## config.mk

```make
export PLATFORM = sky130hd
export DESIGN_NAME = vbi_top
export DESIGN_NICKNAME = d
export VERILOG_FILES = /design/src/verilog/vbi_pkg.sv /design/src/verilog/vbi_top.sv /design/src/verilog/vbi_sync.sv
export SDC_FILE = /design/constraint.sdc
export NUM_CORES = 1
export LEC_CHECK = 0
export BUFFER_PORTS_ARGS = -buffer_cell sky130_fd_sc_hd__buf_2
export CAP_MARGIN = 10
export CORE_UTILIZATION = 54
export DETAILED_ROUTE_END_ITERATION = 8
export GPL_TIMING_DRIVEN = 0
export PLACE_DENSITY = 0.8
export REMOVE_ABC_BUFFERS = 1
export SYNTH_ARGS = -nofsm -noshare
export SYNTH_HDL_FRONTEND = slang
export SYNTH_HIERARCHICAL = 1
export SYNTH_SLANG_ARGS = --single-unit
```

## constraint.sdc

```tcl
create_clock -name i_clk -period 3.8 [get_ports i_clk]
set_clock_uncertainty 0.15 [all_clocks]
set_input_delay 0.38 -clock i_clk [delete_from_list [all_inputs] [get_ports i_clk]]
set_output_delay 0.38 -clock i_clk [all_outputs]
set_load 0.02 [all_outputs]
```

## src/verilog/vbi_pkg.sv

```systemverilog
// Purpose: Shared constants for the backplane bus interface
// Assumes: 200 MHz board clock
// Notes: Timing counts derive from times in their own units
package vbi_pkg;
   localparam int CLK_MHZ = 200;
   localparam int SYSCLK_MHZ = 16;
   // Toggle step of the system clock phase accumulator
   localparam logic [8:0] SYSCLK_STEP = 9'(2 * SYSCLK_MHZ);
   localparam logic [8:0] SYSCLK_MOD = 9'(CLK_MHZ);
   // Least access time before a rerun, in ns
   localparam int ACCESS_LIMIT_NS = 2000;
   localparam int ACCESS_LIMIT_CYC = (ACCESS_LIMIT_NS * CLK_MHZ + 999) / 1000;
   localparam int TIMER_W = 10;
   localparam int RERUN_LIMIT = 128;
   localparam int RERUN_W = 8;
   localparam int UPPER_W = 4;
   localparam int ADDR_W = 23;
   localparam int DATA_W = 16;
   localparam int IRQ_N = 7;
   localparam int LVL_W = 3;
   localparam int REQ_N = 4;
endpackage

```

## src/verilog/vbi_top.sv

```systemverilog
// Operation
// - Drive 16 MHz system clock, jumper removable
// - AC fail follows power-on reset
// - System reset while processor reset active
// - Bus reset on power-on, processor, watchdog
// - Arbitrate requests by level daisy chain
// - Request bus when CPU needs it
// - Keep bus until another master requests
// - Latch acknowledge or error, report to CPU
// - Rerun on access timeout or deadlock
// - Deadlock: CPU access during slave access
// - Freeze interface, rerun, then resume access
// - Reruns invisible, allowed while awaiting grant
// - Rerun gives CPU bus error and halt
// - Timeout flag after 128 reruns
// - Slave pending only when all conditions hold
// - Pending access requests on-board DVMA fetch
// - Pass write data, latch read data
// - Handshake on trailing edge of enable
// - Pending held until data strobes negate
// - Clear handshake on pending falling edge
// - Encode seven lines, merge with on-board
// - Acknowledged level checked against bus lines
//
// Purpose: Backplane bus master, slave, utilities and interrupts
// Assumes: Backplane pins active high after receivers
// Notes: Rerun ends when the CPU drops its access request
`timescale 1ns/1ps
module vbi_top (
   input wire logic i_clk,
   input wire logic i_resetn,
   input wire logic i_por,
   input wire logic i_cpu_reset,
   input wire logic i_watchdog_reset,
   input wire logic i_sysclk_jumper,
   input wire logic i_cpu_wants_backplane,
   input wire logic [vbi_pkg::REQ_N-1:0] i_bus_req_lines,
   input wire logic i_grant_in,
   input wire logic i_dtack,
   input wire logic i_berr,
   input wire logic [vbi_pkg::UPPER_W-1:0] i_backplane_upper_addr,
   input wire logic [vbi_pkg::UPPER_W-1:0] i_switch_base_bits,
   input wire logic i_am_valid,
   input wire logic i_backplane_int_ack,
   input wire logic i_slave_addr_strobe_in,
   input wire logic i_slave_upper_strobe_in,
   input wire logic i_slave_lower_strobe_in,
   input wire logic i_backplane_write,
   input wire logic [vbi_pkg::ADDR_W-1:0] i_backplane_addr,
   input wire logic [vbi_pkg::DATA_W-1:0] i_backplane_data,
   input wire logic i_slave_dvma_enable,
   input wire logic i_dvma_error,
   input wire logic [vbi_pkg::DATA_W-1:0] i_mem_data,
   input wire logic [vbi_pkg::IRQ_N-1:0] i_backplane_int_lines,
   input wire logic [vbi_pkg::IRQ_N-1:0] i_int_jumper,
   input wire logic [vbi_pkg::LVL_W-1:0] i_onboard_level,
   input wire logic i_cpu_iack_cycle,
   input wire logic [vbi_pkg::LVL_W-1:0] i_cpu_iack_level,
   output logic o_sysclk,
   output logic o_acfail,
   output logic o_sysreset,
   output logic o_bus_reset_out,
   output logic o_bus_request,
   output logic o_bus_busy,
   output logic o_grant_out,
   output logic o_master_strobe,
   output logic o_cpu_ack,
   output logic o_cpu_berr,
   output logic o_cpu_halt,
   output logic o_rerun_timeout,
   output logic o_slave_dvma_request,
   output logic [vbi_pkg::ADDR_W-1:0] o_dvma_addr,
   output logic [vbi_pkg::DATA_W-1:0] o_local_data,
   output logic [vbi_pkg::DATA_W-1:0] o_backplane_data,
   output logic o_backplane_data_oe,
   output logic o_slave_ack_out,
   output logic o_slave_error_out,
   output logic [vbi_pkg::LVL_W-1:0] o_encoded_backplane_level,
   output logic [vbi_pkg::LVL_W-1:0] o_cpu_int_level,
   output logic o_iack_external
);
   import vbi_pkg::*;

   localparam int SYNC_W = 5 + REQ_N + 2 + 2 * UPPER_W + 5 + ADDR_W + DATA_W + IRQ_N;
   logic s_por, s_wd, s_jump, s_grant, s_dtack, s_berr, s_am, s_iack, s_as, s_uds, s_lds, s_wr;
   logic [REQ_N-1:0] s_req;
   logic [UPPER_W-1:0] s_upper, s_base;
   logic [ADDR_W-1:0] s_addr;
   logic [DATA_W-1:0] s_data;
   logic [IRQ_N-1:0] s_irq;

   // Backplane pins and straps, except the interrupt jumpers, cross in through two flops
   vbi_sync #(.W(SYNC_W)) u_sync (
      .i_clk(i_clk),
      .i_resetn(i_resetn),
      .i_d({i_por, i_watchdog_reset, i_sysclk_jumper, i_grant_in, i_dtack, i_bus_req_lines, i_berr,
            i_am_valid, i_backplane_upper_addr, i_switch_base_bits, i_backplane_int_ack,
            i_slave_addr_strobe_in, i_slave_upper_strobe_in, i_slave_lower_strobe_in,
            i_backplane_write, i_backplane_addr, i_backplane_data,
            i_backplane_int_lines}),
      .o_q({s_por, s_wd, s_jump, s_grant, s_dtack, s_req, s_berr, s_am, s_upper, s_base, s_iack,
            s_as, s_uds, s_lds, s_wr, s_addr, s_data, s_irq})
   );

   // Utilities
   logic [8:0] acc, next_acc;
   logic next_sysclk;
   always_comb begin
      next_acc = acc + SYSCLK_STEP;
      next_sysclk = o_sysclk;
      // Fractional divider: 6.25 board cycles per half period, edges jitter by one cycle
      if (next_acc >= SYSCLK_MOD) begin
         next_acc = next_acc - SYSCLK_MOD;
         next_sysclk = ~o_sysclk;
      end
      if (!s_jump) begin
         next_sysclk = 1'b0;
      end
   end
   always_ff @(posedge i_clk or negedge i_resetn) begin
      if (!i_resetn) begin
         acc <= '0;
         o_sysclk <= 1'b0;
         o_acfail <= 1'b0;
         o_sysreset <= 1'b0;
         o_bus_reset_out <= 1'b0;
      end else begin
         acc <= next_acc;
         o_sysclk <= next_sysclk;
         o_acfail <= s_por;
         o_sysreset <= i_cpu_reset;
         o_bus_reset_out <= s_por | i_cpu_reset | s_wd;
      end
   end

   // Master side
   typedef enum logic [2:0] {M_IDLE, M_REQ, M_OWN, M_XFER, M_RERUN} vbi_mst_e;
   vbi_mst_e st, next_st, resume, next_resume;
   logic [TIMER_W-1:0] timer, next_timer;
   logic [RERUN_W-1:0] reruns, next_reruns;
   logic next_req, next_busy, next_grant_out, next_strobe, next_ack, next_berr, next_halt;
   logic slave_pending;
   logic deadlock, expired, rerun_go;

   assign deadlock = i_cpu_wants_backplane & slave_pending;
   assign expired = (timer == TIMER_W'(ACCESS_LIMIT_CYC - 1));
   assign rerun_go = deadlock | expired;

   always_comb begin
      next_st = st;
      next_resume = resume;
      next_timer = '0;
      next_reruns = reruns;
      next_req = o_bus_request;
      next_busy = o_bus_busy;
      next_strobe = o_master_strobe;
      next_ack = 1'b0;
      next_berr = 1'b0;
      next_halt = 1'b0;
      // Level daisy chain: pass grant down unless we asked for it
      // Synced grant lingers after we take the bus, so never pass it on while busy
      next_grant_out = s_grant & ~o_bus_request & ~o_bus_busy;
      unique case (st)
         M_IDLE: begin
            if (i_cpu_wants_backplane) begin
               next_req = 1'b1;
               next_st = M_REQ;
            end
         end
         M_REQ: begin
            next_timer = timer + 1'b1;
            if (rerun_go) begin
               next_st = M_RERUN;
               next_resume = M_REQ;
            end else if (s_grant) begin
               next_req = 1'b0;
               next_busy = 1'b1;
               next_grant_out = 1'b0;
               next_strobe = 1'b1;
               next_timer = '0;
               next_st = M_XFER;
            end
         end
         M_OWN: begin
            // Want seen in the answer cycle still belongs to the access just ended
            if (i_cpu_wants_backplane && !o_cpu_ack && !o_cpu_berr) begin
               next_strobe = 1'b1;
               next_st = M_XFER;
            end else if (|s_req) begin
               next_busy = 1'b0;
               next_st = M_IDLE;
            end
         end
         M_XFER: begin
            next_timer = timer + 1'b1;
            if (s_dtack | s_berr) begin
               next_strobe = 1'b0;
               next_ack = s_dtack;
               next_berr = ~s_dtack & s_berr;
               next_reruns = '0;
               next_st = M_OWN;
            end else if (expired) begin
               next_st = M_RERUN;
               next_resume = M_XFER;
            end
         end
         M_RERUN: begin
            // Bus side outputs stay frozen; only the CPU sees the rerun
            next_halt = 1'b1;
            if (!i_cpu_wants_backplane) begin
               next_halt = 1'b0;
               next_st = resume;
            end
         end
      endcase
      if (st != M_RERUN && next_st == M_RERUN) begin
         next_berr = 1'b1;
         next_halt = 1'b1;
         if (reruns < RERUN_W'(RERUN_LIMIT)) begin
            next_reruns = reruns + 1'b1;
         end
      end
   end
   always_ff @(posedge i_clk or negedge i_resetn) begin
      if (!i_resetn) begin
         st <= M_IDLE;
         resume <= M_IDLE;
         timer <= '0;
         reruns <= '0;
         o_bus_request <= 1'b0;
         o_bus_busy <= 1'b0;
         o_grant_out <= 1'b0;
         o_master_strobe <= 1'b0;
         o_cpu_ack <= 1'b0;
         o_cpu_berr <= 1'b0;
         o_cpu_halt <= 1'b0;
         o_rerun_timeout <= 1'b0;
      end else begin
         st <= next_st;
         resume <= next_resume;
         timer <= next_timer;
         reruns <= next_reruns;
         o_bus_request <= next_req;
         o_bus_busy <= next_busy;
         o_grant_out <= next_grant_out;
         o_master_strobe <= next_strobe;
         o_cpu_ack <= next_ack;
         o_cpu_berr <= next_berr;
         o_cpu_halt <= next_halt;
         o_rerun_timeout <= (next_reruns >= RERUN_W'(RERUN_LIMIT));
      end
   end

   // Slave side
   logic strobes, match, dvma_en_d, pend_d;
   logic next_pending, next_ack_out, next_err_out, next_oe;
   logic [DATA_W-1:0] next_rd_data;
   logic [ADDR_W-1:0] next_addr;
   assign strobes = s_uds | s_lds;
   assign match = (s_upper == s_base) & s_am & ~s_iack & ~o_bus_busy & s_as & strobes;

   always_comb begin
      next_pending = match | (slave_pending & strobes);
      next_addr = o_dvma_addr;
      next_rd_data = o_backplane_data;
      next_ack_out = o_slave_ack_out;
      next_err_out = o_slave_error_out;
      next_oe = slave_pending & ~s_wr;
      if (next_pending & ~slave_pending) begin
         next_addr = s_addr;
      end
      if (dvma_en_d & ~i_slave_dvma_enable) begin
         next_ack_out = ~i_dvma_error;
         next_err_out = i_dvma_error;
         if (!s_wr) begin
            next_rd_data = i_mem_data;
         end
      end
      if (pend_d & ~slave_pending) begin
         next_ack_out = 1'b0;
         next_err_out = 1'b0;
      end
   end
   always_ff @(posedge i_clk or negedge i_resetn) begin
      if (!i_resetn) begin
         slave_pending <= 1'b0;
         pend_d <= 1'b0;
         dvma_en_d <= 1'b0;
         o_slave_dvma_request <= 1'b0;
         o_dvma_addr <= '0;
         o_local_data <= '0;
         o_backplane_data <= '0;
         o_backplane_data_oe <= 1'b0;
         o_slave_ack_out <= 1'b0;
         o_slave_error_out <= 1'b0;
      end else begin
         slave_pending <= next_pending;
         pend_d <= slave_pending;
         dvma_en_d <= i_slave_dvma_enable;
         o_slave_dvma_request <= next_pending;
         o_dvma_addr <= next_addr;
         o_local_data <= s_data;
         o_backplane_data <= next_rd_data;
         o_backplane_data_oe <= next_oe;
         o_slave_ack_out <= next_ack_out;
         o_slave_error_out <= next_err_out;
      end
   end

   // Interrupts
   logic [IRQ_N-1:0] irq_sel;
   logic [LVL_W-1:0] next_enc, next_ipl;
   assign irq_sel = s_irq & i_int_jumper;
   always_comb begin
      next_enc = '0;
      for (int i = 0; i < IRQ_N; i++) begin
         if (irq_sel[i]) begin
            next_enc = LVL_W'(i + 1);
         end
      end
      next_ipl = (next_enc > i_onboard_level) ? next_enc : i_onboard_level;
   end
   always_ff @(posedge i_clk or negedge i_resetn) begin
      if (!i_resetn) begin
         o_encoded_backplane_level <= '0;
         o_cpu_int_level <= '0;
         o_iack_external <= 1'b0;
      end else begin
         o_encoded_backplane_level <= next_enc;
         o_cpu_int_level <= next_ipl;
         o_iack_external <= i_cpu_iack_cycle && (i_cpu_iack_level != '0)
                            && irq_sel[i_cpu_iack_level - 1'b1];
      end
   end
endmodule // vbi_top

```

## src/verilog/vbi_sync.sv

```systemverilog
// Purpose: Two-flop synchroniser for a vector of pins
// Assumes: Bits are independent levels
// Notes: Only the second stage may be read
`timescale 1ns/1ps
module vbi_sync #(
   parameter int W = 1
) (
   input wire logic i_clk,
   input wire logic i_resetn,
   input wire logic [W-1:0] i_d,
   output logic [W-1:0] o_q
);
   logic [W-1:0] meta;
   always_ff @(posedge i_clk or negedge i_resetn) begin
      if (!i_resetn) begin
         meta <= '0;
         o_q <= '0;
      end else begin
         meta <= i_d;
         o_q <= meta;
      end
   end
endmodule // vbi_sync

```

== Word-level counts from Yosys, hierarchy flattened ==
Cells that the tools add are included.

* Register bits: 253
* Input port bits: 106
* Output and inout bits: 78
* Word-level logic and storage cells: 170

* $add $sub $neg: 5
* Order comparisons: 5
* Equal/unequal tests: 19
* Muxes and demuxes: 60
* Bitwise operators: 30
* Reduce and logical (&&, ||, !) cells: 20

{| class="wikitable"
|+ Operators by type and width
! cell !! count
|-
| $mux 3 || 18
|-
| $mux 8 || 4
|-
| $mux 1 || 28
|-
| $mux 10 || 2
|-
| $ne 2x2->1 const B || 10
|-
| $pmux 10 s2 || 1
|-
| $pmux 3 s5 || 1
|-
| $and 1x1->1 || 14
|-
| $add 10x1->10 const B || 1
|-
| $eq 10x9->1 const B || 1
|-
| $reduce_and 5->1 || 2
|-
| $add 9x6->9 const B || 1
|-
| $ge 9x8->1 const B || 1
|-
| $mux 9 || 1
|-
| $not 1->1 || 9
|-
| $sub 9x8->9 const B || 1
|-
| $add 8x1->8 const B || 1
|-
| $ge 8x8->1 const B || 1
|-
| $lt 8x8->1 const B || 1
|-
| $reduce_and 4->1 || 2
|-
| $reduce_bool 2->1 || 4
|-
| $and 7x7->7 || 1
|-
| $eq 3x2->1 const B || 2
|-
| $eq 3x3->1 const B || 2
|-
| 18 further kinds || 30
|}

== Logic depth before layout (Yosys ltp) ==
* Depth after elaboration: 10
* Depth in mapped cells: 13
* Mapped depth without buffers: 13

== Modules after synthesis ==
The synthesis kept the hierarchy.

{| class="wikitable"
|+ Modules (own cells, without submodules)
! module !! instances !! cells an instance !! area each (um^2) !! seq. area each (um^2)
|-
| vbi_top || 1 || 381 || 4654.5 || 2727.6
|-
| vbi_sync || 1 || 140 || 3503.4 || 3503.4
|}

== Worst setup path before layout ==
No wires, ideal clock.

* Path kind: reg-to-reg
* From: register timer[0]
* To: register o_rerun_timeout
* Setup time: 0.110 ns
* Arrival: 2.143 ns
* Required time: 3.540 ns
* Slack: 1.397 ns
* Stages on the path, launching flop included: 9
* Buffers on the path: 1
* Clock period less this slack: 2.403 ns
* Cells stage by stage: dfrtp_1 ha_1 and3_1 and3_2 o2111ai_2 a21o_1 or4_4 buf_6 o41ai_1

* Word-level cells in the longest chain between the ends: 8
* Elaborated cells between the ends (all ways): 10
* Those cells by class: 1 x order compare; 2 x eq/ne; 5 x mux; 1 x bitwise; 1 x reduce/logical

{| class="wikitable"
|+ RTL lines
! item !! RTL line !! RTL
|-
| from (decl) || vbi_top.sv:139 || <nowiki>logic [TIMER_W-1:0] timer, next_timer;</nowiki>
|-
| from (signal assigned) || vbi_top.sv:241 || <nowiki>timer <= next_timer;</nowiki>
|-
| $eq 10x9->1 (*) || vbi_top.sv:146 || <nowiki>assign expired = (timer == TIMER_W'(ACCESS_LIMIT_CYC - 1));</nowiki>
|-
| $mux 3 / $or 1x1->1 (equally long branches) || vbi_top.sv:202, vbi_top.sv:147 ||
|-
| $mux 3 (on tied branches) || vbi_top.sv:196, vbi_top.sv:172 ||
|-
| $pmux 3 s5 (*) || vbi_top.sv:163 || <nowiki>unique case (st)</nowiki>
|-
| via next_st[1] || vbi_top.sv:138 || <nowiki>vbi_mst_e st, next_st, resume, next_resume;</nowiki>
|-
| $eq 3x3->1 (*) || vbi_top.sv:216 || <nowiki>if (st != M_RERUN && next_st == M_RERUN) begin</nowiki>
|-
| $logic_and 1x1->1 (*) || vbi_top.sv:216 ||
|-
| $mux 8 (*) || vbi_top.sv:216 ||
|-
| $ge 8x8->1 (*) || vbi_top.sv:250 || <nowiki>o_rerun_timeout <= (next_reruns >= RERUN_W'(RERUN_LIMIT));</nowiki>
|-
| to (signal assigned) || vbi_top.sv:250 ||
|-
| to (decl) || vbi_top.sv:70 || <nowiki>output logic o_rerun_timeout,</nowiki>
|}

The timed path passes the listed nets; every way through them passes the cells marked *.
A chain may end at the register's enable or synchronous reset.

== Worst setup path after layout ==
* From: register o_bus_busy
* To: register o_dvma_addr[3] (netlist bit)

* Word-level cells in the longest chain between the ends: 6

{| class="wikitable"
|+ RTL lines
! item !! RTL line !! RTL
|-
| from (decl) || vbi_top.sv:64 || <nowiki>output logic o_bus_busy,</nowiki>
|-
| from (signal assigned) || vbi_top.sv:244 || <nowiki>o_bus_busy <= next_busy;</nowiki>
|-
| $not 1->1 || vbi_top.sv:260 || <nowiki>assign match = (s_upper == s_base) & s_am & ~s_iack & ~o_bus_busy & s_as & strobes;</nowiki>
|-
| $and 1x1->1 (3 in a row) || vbi_top.sv:260 ||
|-
| $or 1x1->1 || vbi_top.sv:263 || <nowiki>next_pending = match | (slave_pending & strobes);</nowiki>
|-
| via next_pending || vbi_top.sv:256 || <nowiki>logic next_pending, next_ack_out, next_err_out, next_oe;</nowiki>
|-
| $and 1x1->1 || vbi_top.sv:269 || <nowiki>if (next_pending & ~slave_pending) begin</nowiki>
|-
| to (signal assigned) || vbi_top.sv:301 || <nowiki>o_dvma_addr <= next_addr;</nowiki>
|-
| to (decl) || vbi_top.sv:72 || <nowiki>output logic [vbi_pkg::ADDR_W-1:0] o_dvma_addr,</nowiki>
|}

The timed path passes the listed nets, and every way through them passes these cells.

==> impl_metrics.py <==
metrics = {
    "cts": {
        "clock_path_buffers": 3,
        "cts_tree": "built",
        "cts.sinks": 249,
        "postCtsResizedCells": 0,
        "cts-root-buf": "clkbuf_16",
        "cts_buffers": 24,
        "h-tree-depth": 1,
        "clk_pin_slew_worst_paths_ns": 0.07,
        "insertion_delay_ns": 0.53,
    },
    "logic_synthesis": {
        "ys_async_sr_fraction_pct": 100.0,
        "synth_cell_type_count": 49,
        "synth_seq_area_share_pct": 76.38,
        "netlist_area_sq_um": 8158,
        "synth_edf_count": 0,
        "ys_seq_elements": 249,
        "syn_area_per_cell_sq_um": 15.66,
        "synth_ff_type": "dfrtp_1",
        "netlist_instances": 521,
        "ys_warn_count": 6,
    },
    "floorplanning": {
        "core_sq_um": 14640,
        "die_x_microns": 124.9,
        "dieArea_sq_um": 15600,
        "placementRows": 44,
        "boundaryPins": 184,
        "start_util_pct": 55.71,
        "fp.dieH_microns": 124.9,
    },
    "finish": {
        "stdcell_area_sq_um": 11100,
        "final_cell_mix": "dfrtp_1 (249), buf_2 (182), dlygate4sd3_1 (93)",
        "final_common_cell": "dfrtp_1",
        "fill_cells": 851,
        "antenna_cells": 0,
        "final_cells": 1016,
        "finish.utilization_pct": 75.78,
        "nets": 935,
        "area.growth.synth_to_final_pct": 36.03,
        "drive_above_1_share_pct": 32.81,
    },
    "timing": {
        "rsz0062_at_grt": "no",
        "timing.final.crit_share_pct": 73.52,
        "setup_viol": 0,
        "hold_viol_final": 0,
        "fin_crit_ns": 2.794,
        "max-slew-margin-rel_pct": 49.65,
        "timing.fmax_mhz": 357.9,
        "tns_ns": 0,
        "max_slew.worst_pin.slew_ns": 0.7511,
        "slew_violations": 0,
    },
    "drt": {
        "drt_iter0_markers": 288,
        "dr_total_vias": 5195,
        "drt-total-wl_microns": 18230,
        "drc": 16,
        "drtPass1Iterations": 6,
        "viasPerCell": 5.113,
        "antenna_left": 0,
        "wire_per_inst_microns": 17.94,
    },
    "worst_setup_path": {
        "crit_chain": "nor4bb_1 -> nand2_1 -> nor4_1 -> o22a_1 -> nor2b_2 -> buf_8 -> mux2_2",
        "cp.arrival_ns": 3.05,
        "r2r-start": "o_bus_busy",
        "max_stage_delay_ns": 0.50,
        "cp-end-kind": "flip-flop",
        "cpMaxStageDelayCell": "nor2b_2",
        "path_class": "reg -> reg",
        "cp-start-kind": "flip-flop",
        "crit_path_start": "o_bus_busy",
        "cp_data_required_time_ns": 4.06,
        "crit_fanout": 14,
    },
    "grt": {
        "grt_pass1_wl_microns": 29860,
        "grt_pass1_vias": 5760,
        "antenna_found_initial": 0,
        "grt_max_degree": 112,
        "grt_usage_pct": 24.61,
        "gr-total-overflow": 0,
    },
    "status": {
        "violations": "design-rule violations",
        "status": "finished, violations left",
    },
    "place": {
        "port_buffers": 183,
        "placed_area_sq_um": 9335,
        "dp.cells": 881,
        "gp_congestion": 0.7926,
        "post-dp-hpwl_microns": 9667,
    },
    "min_path": {
        "hp-class": "in -> reg",
        "worstHoldStart": "i_onboard_level[2]",
    },
    "power_and_ir_drop": {
        "leakagePower_uw": 0.005385,
        "p_total_uw": 6756,
        "max-vdd-ir-drop_v": 0.0006208,
        "powerDensity_nw_per_um2": 608.9,
    },
    "job": {
        "max_cap_viol_count": 0,
    },
}
## registers in the layout, indices dropped and copies added, names as in the netlist, 2 cells and up
| signal | cells |
|---|---|
| acc | 6 |
| resume | 2 |
| timer | 10 |
| o_local_data | 16 |
| o_dvma_addr | 23 |
| u_sync/o_q | 70 |
| u_sync/meta | 70 |
| st | 3 |
| o_cpu_int_level | 3 |
| o_backplane_data | 16 |
| o_encoded_backplane_level | 3 |
| reruns | 8 |
## synthesized netlist by cell type (2+ instances only)
master    count  area share (%)
a21o_1        2            0.18
a31oi_1       3            0.23
and2_1        3            0.23
ha_1         12             1.8
nor3b_1       2            0.18
mux2_2       39             5.4
or3_1         4            0.31
o41ai_1       3            0.32
dfrtp_1     249              76
inv_1        14            0.64
o211ai_1      2            0.18
buf_2         5            0.31
nand2b_1      5            0.38
mux2i_1       9             1.1
nand3_1       8            0.49
a22o_1        2            0.21
clkbuf_1      4            0.18
nor2_1       25             1.2
and3_2        2            0.18
o21bai_1      3            0.28
nor2b_1       9            0.69
nand2_1      36             1.7
a21boi_0      2            0.18
xor2_1       10             1.1
a21oi_1      12            0.74
and3_1        8            0.61
xnor2_1      13             1.4
nor4_1        3            0.23
o21ai_0      12            0.74
## through the flow
| stage | setup WS (ns) | hold WS, ns |
|---|---|---|
| finish | 1.006 | 0.03772 |
| global route | 0.7137 | 0.03273 |
| CTS | 0.9235 | 0.01723 |
| detailed placement | 0.9256 | 0.1301 |
| global placement | -1.726 | 0.1812 |
| floorplan | 0.8081 | -0.06559 |
## metal layers
metal | global-route usage [%] | part of all wire, %
met1 | 29.07 | 39
met3 | 6.486 | 6.9
met2 | 44.32 | 52
met4 | 7.389 | 2.7
met5 | 0 | 0
## cells by family after synthesis
logic type	Yosys count	share of synthesized area, %
buf+inv	24	1.273
fa+ha+maj	12	1.840
mux	49	6.764
simple gates	114	7.209
flops	249	76.38
compound gates	50	4.064
xor+xnor	23	2.469
## report_power, final
| part | internal, uW | switching (uW) | total (uW) |
|---|---|---|---|
| logic | 461 | 659 | 1120 |
| clock network | 1480 | 1000 | 2480 |
| registers | 2950 | 210 | 3160 |
## worst max-delay path: cells and delay by family (launching register included)
kind | cells | cell delay (ns)
flops | 1 | 0.44
simple gates | 4 | 1.26
compound gates | 1 | 0.21
buf+inv | 1 | 0.24
mux | 1 | 0.38
## repair_timing
| action | CTS | global route |
|---|---|---|
| endpoints found under the hold margin | 134 | 0 |
| hold buffers | 93 | 0 |
| buffers inserted | 0 | 0 |
| setup endpoints to repair | 0 | 0 |
## path summary, 6_finish.rpt
path / to / slack (ns) / cells after the start
hold reg to reg: u_sync/o_q[1] / 0.19 / 0
setup reg to reg: o_dvma_addr[3] / 1.01 / 7
max in group asynchronous: timer[5] / 2.06 / 4
setup / recovery: o_dvma_addr[3] / 1.01 / 7
hold / removal: o_cpu_int_level[2] / 0.04 / 3
min in group asynchronous: u_sync/meta[50] / 0.19 / 2
## layout make-up
type | count | area (sq um) | share of cell area, %
clock inverter | 11 | 180.2 | 1.624
timing repair buffer | 280 | 1934 | 17.43
inverter | 14 | 52.55 | 0.4736
clock buffer | 30 | 643.1 | 5.795
tap | 184 | 230.2 | 2.075
multi-input combinational | 248 | 1826 | 16.45
sequential | 249 | 6231 | 56.15
No activity file was read; power rests on OpenSTA's default activity.
